===== config.mk =====
export PLATFORM = sky130hd
export DESIGN_NAME = pipc_top
export DESIGN_NICKNAME = d
export VERILOG_FILES = /design/src/rtl/pipc_pkg.sv /design/src/rtl/pipc_pin_if.sv /design/src/rtl/pipc_pin_sync.sv /design/src/rtl/pipc_top.sv
export VERILOG_INCLUDE_DIRS = /design/src /design/src/rtl
export SDC_FILE = /design/constraint.sdc
export NUM_CORES = 1
export LEC_CHECK = 0
export BUFFER_PORTS_ARGS = -buffer_cell sky130_fd_sc_hd__buf_4
export CORE_ASPECT_RATIO = 0.5
export CORE_UTILIZATION = 50
export CTS_BUF_LIST = sky130_fd_sc_hd__clkbuf_8
export CTS_CLUSTER_DIAMETER = 100
export DETAILED_ROUTE_END_ITERATION = 12
export GPL_TIMING_DRIVEN = 1
export PLACE_DENSITY = 0.8
export SKIP_LAST_GASP = 1
export SLEW_MARGIN = 20
export SYNTH_ARGS = -nofsm -noshare
export SYNTH_HDL_FRONTEND = slang
export SYNTH_SLANG_ARGS = --single-unit

===== constraint.sdc =====
create_clock -name pclk -period 2 [get_ports pclk]
set_clock_uncertainty 0.2 [all_clocks]
set_input_delay 0.4 -clock pclk [delete_from_list [all_inputs] [get_ports pclk]]
set_output_delay 0.4 -clock pclk [all_outputs]
set_load 0.01 [all_outputs]

===== src/rtl/pipc_regs.svh =====
`ifndef PIPC_REGS_SVH
`define PIPC_REGS_SVH
// ****************************************************************
// register offsets
// ****************************************************************
`define PIPC_OFS_CTL1 6'h00
`define PIPC_OFS_CTL2 6'h01
`define PIPC_OFS_CTL3 6'h02
`define PIPC_OFS_FLG1 6'h03
`define PIPC_OFS_FLG2 6'h04
`define PIPC_OFS_EN1 6'h05
`define PIPC_OFS_EN2 6'h06
`define PIPC_OFS_PR1 6'h07
`define PIPC_OFS_PR2 6'h08
`define PIPC_OFS_RCS 6'h09
`define PIPC_OFS_T0CT 6'h0A
`define PIPC_OFS_T0CN 6'h0B
// ****************************************************************
// implemented bits and reset values
// ****************************************************************
`define PIPC_MASK_CTL2 8'hF5
`define PIPC_MASK_CTL3 8'hDB
`define PIPC_MASK_P1 8'h77
`define PIPC_MASK_P1_WR 8'h47
`define PIPC_MASK_P2 8'h96
`define PIPC_MASK_RCS 8'h93
`define PIPC_RST_CTL1 8'h00
`define PIPC_RST_CTL2 8'hF5
`define PIPC_RST_CTL3 8'hC0
`define PIPC_RST_EN 8'h00
`define PIPC_RST_PR1 8'h77
`define PIPC_RST_PR2 8'h96
`define PIPC_RST_RCS 8'h10
// ****************************************************************
// field positions
// ****************************************************************
`define PIPC_B_GEN 7
`define PIPC_B_PEN 6
`define PIPC_B_T0IE 5
`define PIPC_B_I0IE 4
`define PIPC_B_PCE 3
`define PIPC_B_T0F 2
`define PIPC_B_I0F 1
`define PIPC_B_RBF 0
`define PIPC_B_EDG0 6
`define PIPC_B_EDG1 5
`define PIPC_B_EDG2 4
`define PIPC_B_T0P 2
`define PIPC_B_RBP 0
`define PIPC_B_I2P 7
`define PIPC_B_I1P 6
`define PIPC_B_I2IE 4
`define PIPC_B_I1IE 3
`define PIPC_B_I2F 1
`define PIPC_B_I1F 0
`define PIPC_B_LVL 7
`define PIPC_B_WDT 3
`define PIPC_B_PDN 2
`endif


===== src/rtl/pipc_pkg.sv =====
package pipc_pkg;
	localparam int PIPC_PC_W = 21;
	typedef struct packed {
		logic [7:0] ctl1;
		logic [7:0] ctl2;
		logic [7:0] ctl3;
		logic [7:0] flg1;
		logic [7:0] flg2;
		logic [7:0] en1;
		logic [7:0] en2;
		logic [7:0] pr1;
		logic [7:0] pr2;
		logic [7:0] rcs;
		logic t0_wide;
		logic [15:0] t0_cnt;
		logic [31:0] prdata;
		logic push;
		logic [PIPC_PC_W-1:0] ret_pc;
		logic [7:0] sh_w;
		logic [7:0] sh_s;
		logic [7:0] sh_b;
	} pipc_state_t;
endpackage : pipc_pkg


===== src/rtl/pipc_pin_if.sv =====
`timescale 1ns/10ps
interface pipc_pin_if #(parameter int W = 1);
	logic [W-1:0] level;
	logic [W-1:0] rise;
	logic [W-1:0] fall;
	modport src (output level, output rise, output fall);
	modport dst (input level, input rise, input fall);
endinterface : pipc_pin_if


===== src/rtl/pipc_pin_sync.sv =====
`timescale 1ns/10ps
module pipc_pin_sync #(parameter int W = 1) (
	// clock and reset
	input wire logic pclk,
	input wire logic presetn,
	// raw pins
	input wire logic [W-1:0] pin,
	// filtered level and edges
	pipc_pin_if.src edges
);
	typedef struct packed {
		logic [W-1:0] s1;
		logic [W-1:0] s2;
		logic [W-1:0] s3;
		logic [W-1:0] stable;
		logic [W-1:0] rise;
		logic [W-1:0] fall;
		logic [1:0] fill;
	} pipc_sync_t;
	pipc_sync_t s_r;
	pipc_sync_t s_nxt;
	logic [W-1:0] agree;
	logic [W-1:0] lvl;
	logic armed;

	always_comb begin
		s_nxt = s_r;
		armed = (s_r.fill == 2'h3);
		agree = ~(s_r.s2 ^ s_r.s3);
		// until the chain is full the level just follows the pin
		lvl = armed ? ((s_r.s3 & agree) | (s_r.stable & ~agree)) : s_r.s2;
		s_nxt.s1 = pin;
		s_nxt.s2 = s_r.s1;
		s_nxt.s3 = s_r.s2;
		s_nxt.stable = lvl;
		s_nxt.fill = armed ? s_r.fill : s_r.fill + 2'h1;
		// no edge while loading, so a high idle pin gives none
		s_nxt.rise = armed ? (lvl & ~s_r.stable) : '0; // RULE27
		s_nxt.fall = armed ? (~lvl & s_r.stable) : '0; // RULE27
	end

	always_ff @(posedge pclk or negedge presetn) begin
		if (!presetn) begin
			s_r <= '0;
		end else begin
			s_r <= s_nxt;
		end
	end

	assign edges.level = s_r.stable;
	assign edges.rise = s_r.rise;
	assign edges.fall = s_r.fall;
endmodule : pipc_pin_sync


===== src/rtl/pipc_top.sv =====
// The implementer's own choices: the register addresses and register access over APB.
`timescale 1ns/10ps
`include "pipc_regs.svh"
// Notes on behaviour
// RULE1: without priority levels, peripheral sources need peripheral enable.
// RULE2: enable register one: bits 6,5,4,2,1,0, reset zero.
// RULE3: enable register two: bits 7,4,2,1, reset zero.
// RULE4: unimplemented bits read zero and ignore writes.
// RULE5: priority register one mirrors enable one, 1 is high, reset one.
// RULE6: priority register two: bits 7,4,2,1, 1 is high, reset one.
// RULE7: priority bits matter only while priority levels are on.
// RULE8: priority-levels bit is bit 7 of reset-cause register, reset zero.
// RULE9: reset-cause flags at bits 4..0; timeout and power-down read-only.
// RULE10: external pins trigger on rising edge if select is 1, else falling.
// RULE11: valid edge sets pin flag; cleared enable blocks the request.
// RULE12: software clears the pin flag before re-enabling the interrupt.
// RULE13: enabled external pin flag wakes the sleeping core.
// RULE14: after wake, core vectors only when global enable is set.
// RULE15: pin 1 and pin 2 priority from control three bits 6 and 7.
// RULE16: pin 0 has no priority bit and is always high priority.
// RULE17: 8-bit timer mode: wrap FF to 00 sets overflow flag.
// RULE18: 16-bit timer mode: only wrap FFFF to 0000 sets the flag.
// RULE19: timer enable at control one bit 5, priority control two bit 2.
// RULE20: port pins 7..4 change sets flag bit 0; enable bit 3; prio bit 0.
// RULE21: on ack push return address and shadow working, status, bank.
// RULE22: without fast return software saves its own context.
// RULE23: flags set on their event whatever the enables are.
// RULE24: edge selects at control two bits 6,5,4, reset to rising.
// RULE25: global enable is control one bit 7.
// RULE26: with levels on, active sources request high or low by priority.
// RULE27: synchronised pins compare to previous sample, one flag per edge.
module pipc_top
	import pipc_pkg::*;
(
	// clock and reset
	input wire logic pclk,
	input wire logic presetn,
	// apb slave
	input wire logic psel,
	input wire logic penable,
	input wire logic pwrite,
	input wire logic [7:0] paddr,
	input wire logic [31:0] pwdata,
	input wire logic [3:0] pstrb,
	output logic [31:0] prdata,
	output logic pready,
	output logic pslverr,
	// pins
	input wire logic [2:0] ext_pin,
	input wire logic [3:0] port_hi_pin,
	// peripheral events, one-cycle pulses
	input wire logic conv_done_evt,
	input wire logic capcmp_evt,
	input wire logic tmr_b_match_evt,
	input wire logic tmr_a_ovf_evt,
	input wire logic osc_fail_evt,
	input wire logic mem_write_evt,
	input wire logic low_volt_evt,
	input wire logic tmr_c_ovf_evt,
	input wire logic tmr_z_tick,
	// peripheral levels
	input wire logic serial_rx_full,
	input wire logic serial_tx_empty,
	// reset-cause status from power logic
	input wire logic watchdog_timeout_flag,
	input wire logic power_down_flag,
	// core side
	input wire logic core_sleeping,
	input wire logic irq_ack,
	input wire logic irq_ack_high,
	input wire logic [PIPC_PC_W-1:0] return_pc,
	input wire logic [7:0] working_register,
	input wire logic [7:0] status_register,
	input wire logic [7:0] bank_select_register,
	output logic irq_high,
	output logic irq_low,
	output logic wake,
	output logic stack_push,
	output logic [PIPC_PC_W-1:0] stack_pc,
	output logic [7:0] shadow_working,
	output logic [7:0] shadow_status,
	output logic [7:0] shadow_bank
);
	pipc_state_t s_r;
	pipc_state_t s_nxt;
	pipc_pin_if #(.W(3)) ext_e ();
	pipc_pin_if #(.W(4)) port_e ();
	logic [5:0] idx;
	logic mapped;
	logic wr;
	logic [7:0] wd;
	logic [7:0] rd;
	logic [2:0] ext_hit;
	logic port_chg;
	logic t0_ovf;
	logic priority_levels_on;
	logic [4:0] core_act;
	logic [4:0] core_pr;
	logic [15:0] per_act;
	logic [15:0] per_pr;

	pipc_pin_sync #(.W(3)) u_ext_sync (
		.pclk(pclk),
		.presetn(presetn),
		.pin(ext_pin),
		.edges(ext_e.src)
	);
	pipc_pin_sync #(.W(4)) u_port_sync (
		.pclk(pclk),
		.presetn(presetn),
		.pin(port_hi_pin),
		.edges(port_e.src)
	);

	// ****************************************************************
	// bus decode
	// ****************************************************************
	assign idx = paddr[7:2];
	assign mapped = (paddr[1:0] == 2'h0) && (idx <= `PIPC_OFS_T0CN);
	assign wr = psel && penable && pwrite && mapped && pstrb[0];
	assign wd = pwdata[7:0];
	assign pready = 1'b1;
	assign pslverr = psel && penable && !mapped;

	always_comb begin
		unique case (idx)
		`PIPC_OFS_CTL1: rd = s_r.ctl1;
		`PIPC_OFS_CTL2: rd = s_r.ctl2;
		`PIPC_OFS_CTL3: rd = s_r.ctl3;
		`PIPC_OFS_FLG1: rd = s_r.flg1;
		`PIPC_OFS_FLG2: rd = s_r.flg2;
		`PIPC_OFS_EN1: rd = s_r.en1;
		`PIPC_OFS_EN2: rd = s_r.en2;
		`PIPC_OFS_PR1: rd = s_r.pr1;
		`PIPC_OFS_PR2: rd = s_r.pr2;
		`PIPC_OFS_RCS: begin
			rd = s_r.rcs; // RULE4
			rd[`PIPC_B_WDT] = watchdog_timeout_flag; // RULE9
			rd[`PIPC_B_PDN] = power_down_flag; // RULE9
		end
		`PIPC_OFS_T0CT: rd = {7'h00, s_r.t0_wide};
		`PIPC_OFS_T0CN: rd = 8'h00;
		default: rd = 8'h00;
		endcase
	end

	// ****************************************************************
	// event detection
	// ****************************************************************
	assign ext_hit[0] = s_r.ctl2[`PIPC_B_EDG0] ? ext_e.rise[0] :
		ext_e.fall[0]; // RULE10
	assign ext_hit[1] = s_r.ctl2[`PIPC_B_EDG1] ? ext_e.rise[1] :
		ext_e.fall[1]; // RULE10
	assign ext_hit[2] = s_r.ctl2[`PIPC_B_EDG2] ? ext_e.rise[2] :
		ext_e.fall[2]; // RULE10
	assign port_chg = |(port_e.rise | port_e.fall); // RULE20
	// 8-bit mode wraps on low byte, 16-bit only on full count
	assign t0_ovf = tmr_z_tick && (s_r.t0_wide ? (s_r.t0_cnt == 16'hFFFF) :
		(s_r.t0_cnt[7:0] == 8'hFF)); // RULE17 RULE18

	// ****************************************************************
	// request logic
	// ****************************************************************
	assign priority_levels_on = s_r.rcs[`PIPC_B_LVL]; // RULE8
	assign core_act = {
		s_r.ctl1[`PIPC_B_I0F] & s_r.ctl1[`PIPC_B_I0IE],
		s_r.ctl1[`PIPC_B_T0F] & s_r.ctl1[`PIPC_B_T0IE], // RULE19
		s_r.ctl1[`PIPC_B_RBF] & s_r.ctl1[`PIPC_B_PCE], // RULE20
		s_r.ctl3[`PIPC_B_I1F] & s_r.ctl3[`PIPC_B_I1IE], // RULE11
		s_r.ctl3[`PIPC_B_I2F] & s_r.ctl3[`PIPC_B_I2IE]};
	assign core_pr = {
		1'b1, // RULE16
		s_r.ctl2[`PIPC_B_T0P], // RULE19
		s_r.ctl2[`PIPC_B_RBP], // RULE20
		s_r.ctl3[`PIPC_B_I1P], // RULE15
		s_r.ctl3[`PIPC_B_I2P]}; // RULE15
	assign per_act = {s_r.flg2 & s_r.en2, s_r.flg1 & s_r.en1};
	assign per_pr = {s_r.pr2, s_r.pr1};

	always_comb begin
		if (!priority_levels_on) begin
			irq_low = 1'b0; // RULE7
			irq_high = s_r.ctl1[`PIPC_B_GEN] && ((|core_act) ||
				(s_r.ctl1[`PIPC_B_PEN] && (|per_act))); // RULE1 RULE25
		end else begin
			irq_high = s_r.ctl1[`PIPC_B_GEN] && ((|(core_act & core_pr)) ||
				(|(per_act & per_pr))); // RULE26
			irq_low = s_r.ctl1[`PIPC_B_GEN] && s_r.ctl1[`PIPC_B_PEN] &&
				((|(core_act & ~core_pr)) ||
				(|(per_act & ~per_pr))); // RULE26
		end
	end

	// wake ignores the global enable; vectoring is left to irq lines
	assign wake = core_sleeping && (core_act[4] || core_act[1] ||
		core_act[0]); // RULE13 RULE14

	// ****************************************************************
	// state update
	// ****************************************************************
	always_comb begin
		s_nxt = s_r;
		s_nxt.push = 1'b0;
		if (psel && !penable) begin
			s_nxt.prdata = (idx == `PIPC_OFS_T0CN && mapped) ?
				{16'h0000, s_r.t0_cnt} : {24'h000000, rd};
		end
		if (wr) begin
			unique case (idx)
			`PIPC_OFS_CTL1: s_nxt.ctl1 = wd; // RULE25
			`PIPC_OFS_CTL2: s_nxt.ctl2 = wd & `PIPC_MASK_CTL2; // RULE24
			`PIPC_OFS_CTL3: s_nxt.ctl3 = wd & `PIPC_MASK_CTL3; // RULE4
			`PIPC_OFS_FLG1: s_nxt.flg1 = (wd & `PIPC_MASK_P1_WR) |
				(s_r.flg1 & ~`PIPC_MASK_P1_WR);
			`PIPC_OFS_FLG2: s_nxt.flg2 = wd & `PIPC_MASK_P2;
			`PIPC_OFS_EN1: s_nxt.en1 = wd & `PIPC_MASK_P1; // RULE2
			`PIPC_OFS_EN2: s_nxt.en2 = wd & `PIPC_MASK_P2; // RULE3
			`PIPC_OFS_PR1: s_nxt.pr1 = wd & `PIPC_MASK_P1; // RULE5
			`PIPC_OFS_PR2: s_nxt.pr2 = wd & `PIPC_MASK_P2; // RULE6
			`PIPC_OFS_RCS: s_nxt.rcs = wd & `PIPC_MASK_RCS; // RULE8 RULE9
			`PIPC_OFS_T0CT: s_nxt.t0_wide = wd[0];
			`PIPC_OFS_T0CN: s_nxt.t0_wide = s_r.t0_wide;
			default: s_nxt.t0_wide = s_r.t0_wide;
			endcase
		end
		if (tmr_z_tick) begin
			s_nxt.t0_cnt[7:0] = s_r.t0_cnt[7:0] + 8'h01;
			if (s_r.t0_wide && s_r.t0_cnt[7:0] == 8'hFF) begin
				s_nxt.t0_cnt[15:8] = s_r.t0_cnt[15:8] + 8'h01;
			end
		end
		// events set after writes so a set beats a same-cycle clear
		s_nxt.ctl1[`PIPC_B_I0F] = s_nxt.ctl1[`PIPC_B_I0F] | ext_hit[0]; // RULE11
		s_nxt.ctl3[`PIPC_B_I1F] = s_nxt.ctl3[`PIPC_B_I1F] | ext_hit[1]; // RULE11
		s_nxt.ctl3[`PIPC_B_I2F] = s_nxt.ctl3[`PIPC_B_I2F] | ext_hit[2]; // RULE11
		s_nxt.ctl1[`PIPC_B_T0F] = s_nxt.ctl1[`PIPC_B_T0F] | t0_ovf; // RULE17
		s_nxt.ctl1[`PIPC_B_RBF] = s_nxt.ctl1[`PIPC_B_RBF] | port_chg; // RULE20
		s_nxt.flg1[6] = s_nxt.flg1[6] | conv_done_evt; // RULE23
		s_nxt.flg1[5] = serial_rx_full;
		s_nxt.flg1[4] = serial_tx_empty;
		s_nxt.flg1[2] = s_nxt.flg1[2] | capcmp_evt; // RULE23
		s_nxt.flg1[1] = s_nxt.flg1[1] | tmr_b_match_evt; // RULE23
		s_nxt.flg1[0] = s_nxt.flg1[0] | tmr_a_ovf_evt; // RULE23
		s_nxt.flg2[7] = s_nxt.flg2[7] | osc_fail_evt; // RULE23
		s_nxt.flg2[4] = s_nxt.flg2[4] | mem_write_evt; // RULE23
		s_nxt.flg2[2] = s_nxt.flg2[2] | low_volt_evt; // RULE23
		s_nxt.flg2[1] = s_nxt.flg2[1] | tmr_c_ovf_evt; // RULE23
		if (irq_ack) begin
			s_nxt.push = 1'b1; // RULE21
			s_nxt.ret_pc = return_pc; // RULE21
			s_nxt.sh_w = working_register; // RULE21
			s_nxt.sh_s = status_register; // RULE21
			s_nxt.sh_b = bank_select_register; // RULE21
			// taking a request masks further ones of its level
			if (!priority_levels_on || irq_ack_high) begin
				s_nxt.ctl1[`PIPC_B_GEN] = 1'b0;
			end else begin
				s_nxt.ctl1[`PIPC_B_PEN] = 1'b0;
			end
		end
	end

	always_ff @(posedge pclk or negedge presetn) begin
		if (!presetn) begin
			s_r <= '0;
			s_r.ctl1 <= `PIPC_RST_CTL1;
			s_r.ctl2 <= `PIPC_RST_CTL2; // RULE24
			s_r.ctl3 <= `PIPC_RST_CTL3;
			s_r.en1 <= `PIPC_RST_EN; // RULE2
			s_r.en2 <= `PIPC_RST_EN; // RULE3
			s_r.pr1 <= `PIPC_RST_PR1; // RULE5
			s_r.pr2 <= `PIPC_RST_PR2; // RULE6
			s_r.rcs <= `PIPC_RST_RCS; // RULE8
		end else begin
			s_r <= s_nxt;
		end
	end

	assign prdata = s_r.prdata;
	assign stack_push = s_r.push;
	assign stack_pc = s_r.ret_pc;
	assign shadow_working = s_r.sh_w;
	assign shadow_status = s_r.sh_s;
	assign shadow_bank = s_r.sh_b;
endmodule : pipc_top


==> summary.md, run 1 <==
| Metric | Value |
|---|---|
| Detailed-placement wirelength estimate | `between 15000 and 20000 um` |
| Final worst slack | `-454 ps` |
| Final ANT Viol Nets | `0` |
| Internal power | `~5700 uW` |
| CP required | `roughly 1400 ps` |
| Leak | `~0.005 uW` |
| Clock Tree Buf Depth | `2` |
| Die area | `approximately 0.017 mm^2` |
| # rows | `33` |
| #FFs+latches synth | `~180` |
| Vias in the first global route | `6380` |
| Synth top area share | `a little under half` |
| 1st-iter DRT viols | `roughly 400` |
| Fin. max-slew vios | `0` |
| Die X-Extent | `185 um` |
| Async set-reset flop share out of synthesis | `100%` |
| Most common cell after layout, fill and taps aside | `buf_4` |
| Tightest Pin Transition | `a little over 600 ps` |
| Initial Util | `between 50 and 60%` |
| Final Hold Violating Endpoints | `0` |
| Area contributors post-synth | `dfrtp_1 (48%), mux2_2 (12%), buf_4 (7.0%), dfstp_2 (6.0%), nand3_1 (2.6%)` |
| Number of top-level pins | `200` |
| Core area | `0.0164 mm^2` |
| Vias | `about 6400` |
| Worst-path clk slew | `100 ps` |
| Initial DRT Pass Iterations | `5` |
| Flop2flop setup slack | `60 ps` |
| Average size of a mapped cell | `roughly 12 um^2` |
| Violated checks | `negative setup slack` |
| Total wire length | `21700 um` |
| Outcome | `complete, but fails checks` |
| Skew-Pair Late Insertion Delay | `about 450 ps` |
| Critical Path End Type | `output port` |
| Pwr/cell area | `approximately 700 mW/mm^2` |
| Post-synth EDFFs | `0` |
| Worst hold path class | `in2reg` |
| Layout area overhead | `33.6%` |
| GPL Wtd Cong | `0.922` |
| Synth Warn # | `0` |
| Detailed-route DRC error count | `0` |
| Period Utilization, post-route | `123%` |
| Grt met3 use | `under 10%` |
| Setup Viol. Count Final | `3` |
| Util after Layout | `68.4%` |
| DP Worst Slack | `-294 ps` |
| Seq/Total Area, Yosys | `53.8%` |
| Critical Path Fanout Max | `3` |
| Synth area leader | `dfrtp_1` |
| Worst path arrival time | `~1900 ps` |
| Placed cells | `between 1000 and 1500` |
| RSZ-0062 raised after global routing | `true` |
| H-tree levels | `4` |
| Library cells used by synthesis | `slightly above 60` |
| TritonCTS buffer count | `17` |
| Largest net degree at the start of global routing | `just under 50` |
| Initial antenna violation count | `0` |
| Slew headroom | `between 50% and 60%` |
| Syn Inst Count | `approximately 700` |
| M1 GR Usage | `approximately a third` |
| Crit path launch type | `flip-flop` |
| DP Area | `between 0.009 and 0.01 mm^2` |
| Clock tree root driver cell | `clkbuf_8` |
| Die Y | `slightly above 90 um` |
| Nets | `1078` |
| Clock period minus final worst setup slack | `2450 ps` |
| Via density | `between 5 and 6` |
| Clk sinks | `179` |
| Number of port buffers | `~160` |
| Synth Flop Type | `dfrtp_1` |
| Tot GR Track Use | `26.2%` |
| Synth Cell Area | `about 0.0084 mm^2` |
| CTS tree | `yes` |
| Reg power frac | `between 50% and 60%` |
| Ant diodes | `0` |
| Wire per inst | `around 18 um` |
| Switch Pwr | `2100 uW` |
| Maximum clock rate | `between 400 and 500 MHz` |
| Crit path kind | `reg2out` |
| Switching share of power | `between 20% and 30%` |
| Peak VDD IR | `between 0.6 and 0.7 mV` |
| Final Instance Area | `between 0.01 and 0.015 mm^2` |
| Global routing usage on met2 | `43.2%` |
| Clock share of power | `between 30% and 40%` |
| Remaining global-route overflow | `0` |
| Most frequent cells in the layout | `buf_4 (246), dfrtp_1 (156), mux2_2 (87)` |
| Combinational power share | `14.8%` |
| GRT Max-Usage Layer | `met2` |
| First-pass GRT wire length | `between 30000 and 40000 um` |
| Layout cells sized above 1 | `between 40% and 50%` |
| Fin cells | `between 1000 and 1500` |
| Max_cap viols | `0` |
## metrics by stage
step	setup TNS (ps)	hold WS (ps)	power (uW)
global placement	-8020	133	5080
global route	-1050	7.21	8100
CTS	-877	7.60	7810
floorplan	-273	-95.6	4670
finish	-831	42.9	7770
detailed placement	-10410	135	5130
## final timing paths
kind / depth (start not counted) / from / to
min in group asynchronous: 2 / presetn / s_r[90]
hold / removal: 2 / pwdata[5] / s_r[132]
hold reg to reg: 0 / u_ext_sync.s_nxt[15] / u_ext_sync.s_nxt[12]
setup reg to reg: 5 / per_pr[4] / prdata[4]
setup / recovery: 5 / per_pr[9] / irq_high
max in group asynchronous: 3 / presetn / per_pr[6]
## critical path: stages, from the launching register on
cell and delay [ps]:
dfstp_2 600, nand3_2 70, nand4_1 140, nor3_2 60, a221oi_2 330, buf_4 190
## power by group through the flow
stage	combinational (uW)	clock (uW)	sequential, uW
detailed placement	1040	0	4090
CTS	1150	2640	4020
global placement	1010	0	4070
global route	1250	2790	4060
finish	1150	2600	4020
floorplan	619	0	4050
## what timing repair did
item,in CTS,in global routing
endpoints found under the setup margin,4,9
buffers inserted,12,4
pin swaps,18,8
resized for setup,23,9
gates cloned,0,0
hold buffers,62,0
endpoints found under the hold margin,102,0
## synth_stat cells (2+ instances only)
| library cell | instances |
|---|---|
| mux2i_1 | 17 |
| and4_1 | 4 |
| nor2_1 | 34 |
| a21oi_1 | 23 |
| and2_0 | 2 |
| conb_1 | 2 |
| nand2b_1 | 13 |
| xor2_1 | 5 |
| and2_1 | 2 |
| o21a_1 | 4 |
| nand2_1 | 55 |
| buf_4 | 78 |
| nor2b_1 | 3 |
| inv_1 | 4 |
| nand3b_1 | 4 |
| xnor2_1 | 11 |
| a22oi_1 | 5 |
| nand4_1 | 14 |
| dfstp_2 | 19 |
| a32oi_1 | 3 |
| a31oi_1 | 3 |
| buf_2 | 7 |
| buf_1 | 2 |
| o21ai_0 | 13 |
| dfrtp_1 | 160 |
| a211o_1 | 5 |
| mux4_2 | 4 |
| nor3_1 | 8 |
| ha_1 | 4 |
| nor4_1 | 2 |
| nand3_1 | 44 |
| nor3b_1 | 2 |
| nor4_4 | 5 |
| clkbuf_1 | 12 |
| a41oi_1 | 3 |
| o2111ai_1 | 2 |
| and4b_1 | 3 |
| or4_1 | 2 |
| a221oi_1 | 4 |
| and3_1 | 5 |
| o22ai_1 | 5 |
| mux2_2 | 87 |
## kinds of logic after synthesis
group           share of synthesized area (%)
other cells                            0.0897
fa+ha+maj                               0.598
flops                                    53.8
xor+xnor                                 1.67
compound gates                           6.26
mux                                      14.8
buf+inv                                  8.22
simple gates                             14.5
## final cells by class
type / count / area (um^2)
Clock inverter: 14 / 163
Clock buffer: 18 / 248
Inverter: 4 / 15.0
Fill cell: 1187 / 5170
Multi-Input combinational cell: 437 / 3350
Tap cell: 227 / 284
Sequential cell: 179 / 4510
Timing Repair Buffer: 318 / 2620
## state kept, by name, indices dropped and copies added (netlist names)
register                 flops
u_port_sync.s_nxt            8
shadow_working               8
u_ext_sync.s_r               5
u_ext_sync.edges.rise        3
shadow_status                8
u_ext_sync.edges.level       3
u_ext_sync.edges.fall        3
core_pr                      4
s_r                         56
per_pr                      10
u_port_sync.edges.rise       4
u_port_sync.s_r              6
prdata                      16
stack_pc                    21
stack_push                   1
u_ext_sync.s_nxt             6
u_port_sync.edges.fall       4
u_port_sync.edges.level      4
priority_levels_on           1
shadow_bank                  8
## routing by layer
metal | vias up | wire, um
li1 | 2929 | -
met1 | 3191 | 8990
met2 | 271 | 10600
met3 | 37 | 1770
met4 | 0 | 334
met5 | - | 0
Note: power is estimated with default switching activity, not from simulation.
==> run 2: changes to the inputs <==
- ABC_AREA: not set -> 1
- CORE_UTILIZATION: 50 -> 49
- CTS_BUF_LIST: sky130_fd_sc_hd__clkbuf_8 -> not set
- PLACE_DENSITY: 0.8 -> 0.79
==> summary.md, run 2 <==
| Metric | Value |
|---|---|
| Clock period minus final worst setup slack | `2330 ps (-128 ps)` |
| Seq/Total Area, Yosys | `53.8% (about the same)` |
| Number of port buffers | `155 (unchanged)` |
| Final Hold Violating Endpoints | `0 (unchanged)` |
| Crit path kind | `reg2out` |
| Initial antenna violation count | `0 (unchanged)` |
| Initial DRT Pass Iterations | `5 (unchanged)` |
| Synth top area share | `47.9% (about the same)` |
| Worst R2R Path Depth | `7 (+2)` |
| GPL Wtd Cong | `0.982 (+6.5%)` |
| Violated checks | `negative setup slack` |
| Async set-reset flop share out of synthesis | `100% (unchanged)` |
| Crit path launch type | `flip-flop` |
| Slew headroom | `60.0% (+0.91 points)` |
| RR Startpoint | `s_r[78]` |
| Clock tree root driver cell | `clkbuf_16` |
| Min Hold Slack | `10.0 ps (-32.9 ps)` |
| Outcome | `complete, but fails checks` |
| Tot GR Track Use | `24.4% (-1.8 points)` |
| Setup Viol. Count Final | `2 (-1)` |
| Hold EP | `shadow_bank[4]` |
| Vias | `6555 (+2.0%)` |
| # fillers | `1345 (+13%)` |
| Layout area overhead | `28.7%` |
| Die Y | `94.4 um (+0.97%)` |
| Synth area leader | `dfrtp_1` |
| Area contributors post-synth | `dfrtp_1 (48%), nand2_1 (8.4%), buf_4 (7.0%), mux2_2 (6.1%), dfstp_2 (6.0%)` |
| Tightest Pin Transition | `600 ps (-13.6 ps)` |
| Max_cap viols | `0 (unchanged)` |
| Nets | `1195 (+11%)` |
| CP required | `1400 ps (about the same)` |
| #FFs+latches synth | `179 (unchanged)` |
| Syn Inst Count | `883 (+25%)` |
| Critical Path Fanout Max | `3 (unchanged)` |
| Worst-path clk slew | `70 ps (-30 ps)` |
| Largest net degree at the start of global routing | `49 (unchanged)` |
| Period Utilization, post-route | `116% (-6.4 points)` |
| # rows | `33 (unchanged)` |
| 1st-iter DRT viols | `479 (+16%)` |
| Maximum clock rate | `430 MHz (+5.5%)` |
| Reg2reg end | `s_r[91]` |
| H-tree levels | `4 (unchanged)` |
| Remaining global-route overflow | `0 (unchanged)` |
| Most common cell after layout, fill and taps aside | `buf_4` |
| Flop2flop setup slack | `190 ps (+130 ps)` |
| Library cells used by synthesis | `36 (-42%)` |
| Worst hold path depth | `2 (unchanged)` |
| Core area | `0.0165 mm^2 (+1.0%)` |
| Fin. max-slew vios | `0 (unchanged)` |
| Critical Path End Type | `output port` |
| Detailed-route DRC error count | `0 (unchanged)` |
| Final ANT Viol Nets | `0 (unchanged)` |
| Hold Startpoint | `bank_select_register[4]` |
| Die X-Extent | `187 um (+0.98%)` |
| Synth Warn # | `0 (unchanged)` |
| Worst path arrival time | `1730 ps (-120 ps)` |
| Synth Cell Area | `0.00837 mm^2 (about the same)` |
| Worst hold path class | `in2reg` |
| First-pass GRT wire length | `33300 um (-1.9%)` |
| Number of flip-flops under the largest register name | `56 (unchanged)` |
| Layout cells sized above 1 | `32.1% (-13 points)` |
| Vias in the first global route | `6501 (+1.9%)` |
| TritonCTS buffer count | `17 (unchanged)` |
| Top cells by count, synth | `nand2_1 (188), dfrtp_1 (160), buf_4 (78), nor2_1 (70), inv_1 (61)` |
| Synth Flop Type | `dfrtp_1` |
| Initial Util | `50.7% (-0.53 points)` |
| Largest Register | `s_r` |
| Wire per inst | `16.0 um (-12%)` |
| Skew-Pair Late Insertion Delay | `430 ps (-20 ps)` |
| Detailed-placement wirelength estimate | `14600 um (-4.6%)` |
| Clock Tree Buf Depth | `2 (unchanged)` |
| Number of top-level pins | `200 (unchanged)` |
| Final worst slack | `-326 ps (+128 ps)` |
| Util after Layout | `65.2% (-3.2 points)` |
| Clk sinks | `179 (unchanged)` |
| Crit path launch | `per_pr[9]` |
| Post-synth EDFFs | `0 (unchanged)` |
| Average size of a mapped cell | `9.48 um^2 (-20%)` |
| Pwr/cell area | `789 mW/mm^2 (+14%)` |
| Peak VDD IR | `0.559 mV (-18%)` |
| Die area | `0.0176 mm^2 (+2.0%)` |
| Leak | `0.00511 uW (-0.36%)` |
| Via density | `4.98 (-7.2%)` |
| Top-count cell post-synth | `nand2_1` |
| Most frequent cells in the layout | `buf_4 (194), nand2_1 (182), dfrtp_1 (160)` |
| TNS Setup | `-629 ps (+201 ps)` |
| Total wire length | `21000 um (-3.2%)` |
| CTS tree | `yes` |
| RSZ-0062 raised after global routing | `true` |
-- run 2: changes by cell type after synthesis, moves of 13 or more --
cell and delta:
nand2_1 +133, inv_1 +57, mux2_2 -42, nor2_1 +36, o21ai_1 +31, o21ai_0 +23, mux2i_1 -14, nand2b_1 -13
-- run 2: repair_timing --
item,CTS,global route
setup endpoints to repair,3,5
pin swaps,8,7
endpoints found under the hold margin,190,3
gates cloned,0,0
resized for setup,9,9
setup buffers,8,8
hold buffers,49,3
-- run 2: cells by family after synthesis --
kind of cell | share of synthesized area (%)
xor+xnor | 1.67
compound gates | 7.13
fa+ha+maj | 0.598
buf+inv | 11.3
mux | 6.42
simple gates | 19.0
flops | 53.8
other cells | 0.0898
-- run 2: how the worst max path moves through the flow --
stage | endpoint | slack, ps | cells after the start
after global routing | irq_high | -400 | 9
final | irq_low | -330 | 6
after floorplan | s_r[128] | 290 | 10
after CTS | irq_low | -330 | 6
after detailed placement | s_r[145] | -0.08 | 7
after global placement | irq_low | 50 | 6
-- run 2: per-stage QoR --
| stage | cells | setup slack [ps] | cell area [um^2] | power, uW |
|---|---|---|---|---|
| after floorplan | 898 | 293 | 8420 | 4730 |
| after global placement | 1214 | 49.1 | 9490 | 5060 |
| after detailed placement | 1214 | -0.0793 | 9490 | 5100 |
| after CTS | 1303 | -328 | 10700 | 8510 |
| after global routing | 1314 | -399 | 10800 | 8840 |
| final | 1315 | -326 | 10800 | 8500 |
-- run 2: final cells by class --
class / count / area, um^2 / area share (%)
repair buffers: 253 / 2110 / 19.6
clock buffers: 18 / 429 / 3.98
multi-input cells: 553 / 3010 / 28.0
diodes: 1 / 2.50 / 0.0232
clock inverters: 14 / 166 / 1.55
flip-flops and latches: 179 / 4500 / 41.8
inverters: 70 / 263 / 2.44
well taps: 227 / 284 / 2.64
-- run 2: where the power goes --
part	switching (uW)	internal, uW
Sequential	180	3880
Clock	1580	1780
Combinational	530	551
-- run 2: worst max-delay path: stages (launching register included) --
cell,delay (ps)
dfstp_2,560
buf_4,130
o22a_1,150
nand4_1,100
nor2_2,160
nor2_1,70
buf_4,140
-- run 2: layer usage --
layer	track usage (%)	up-vias	wire, um
li1	-	3180	-
met2	41.2	226	10000
met1	31.7	3116	9460
met5	0	-	0
met3	5.02	33	1170
met4	9.02	0	390
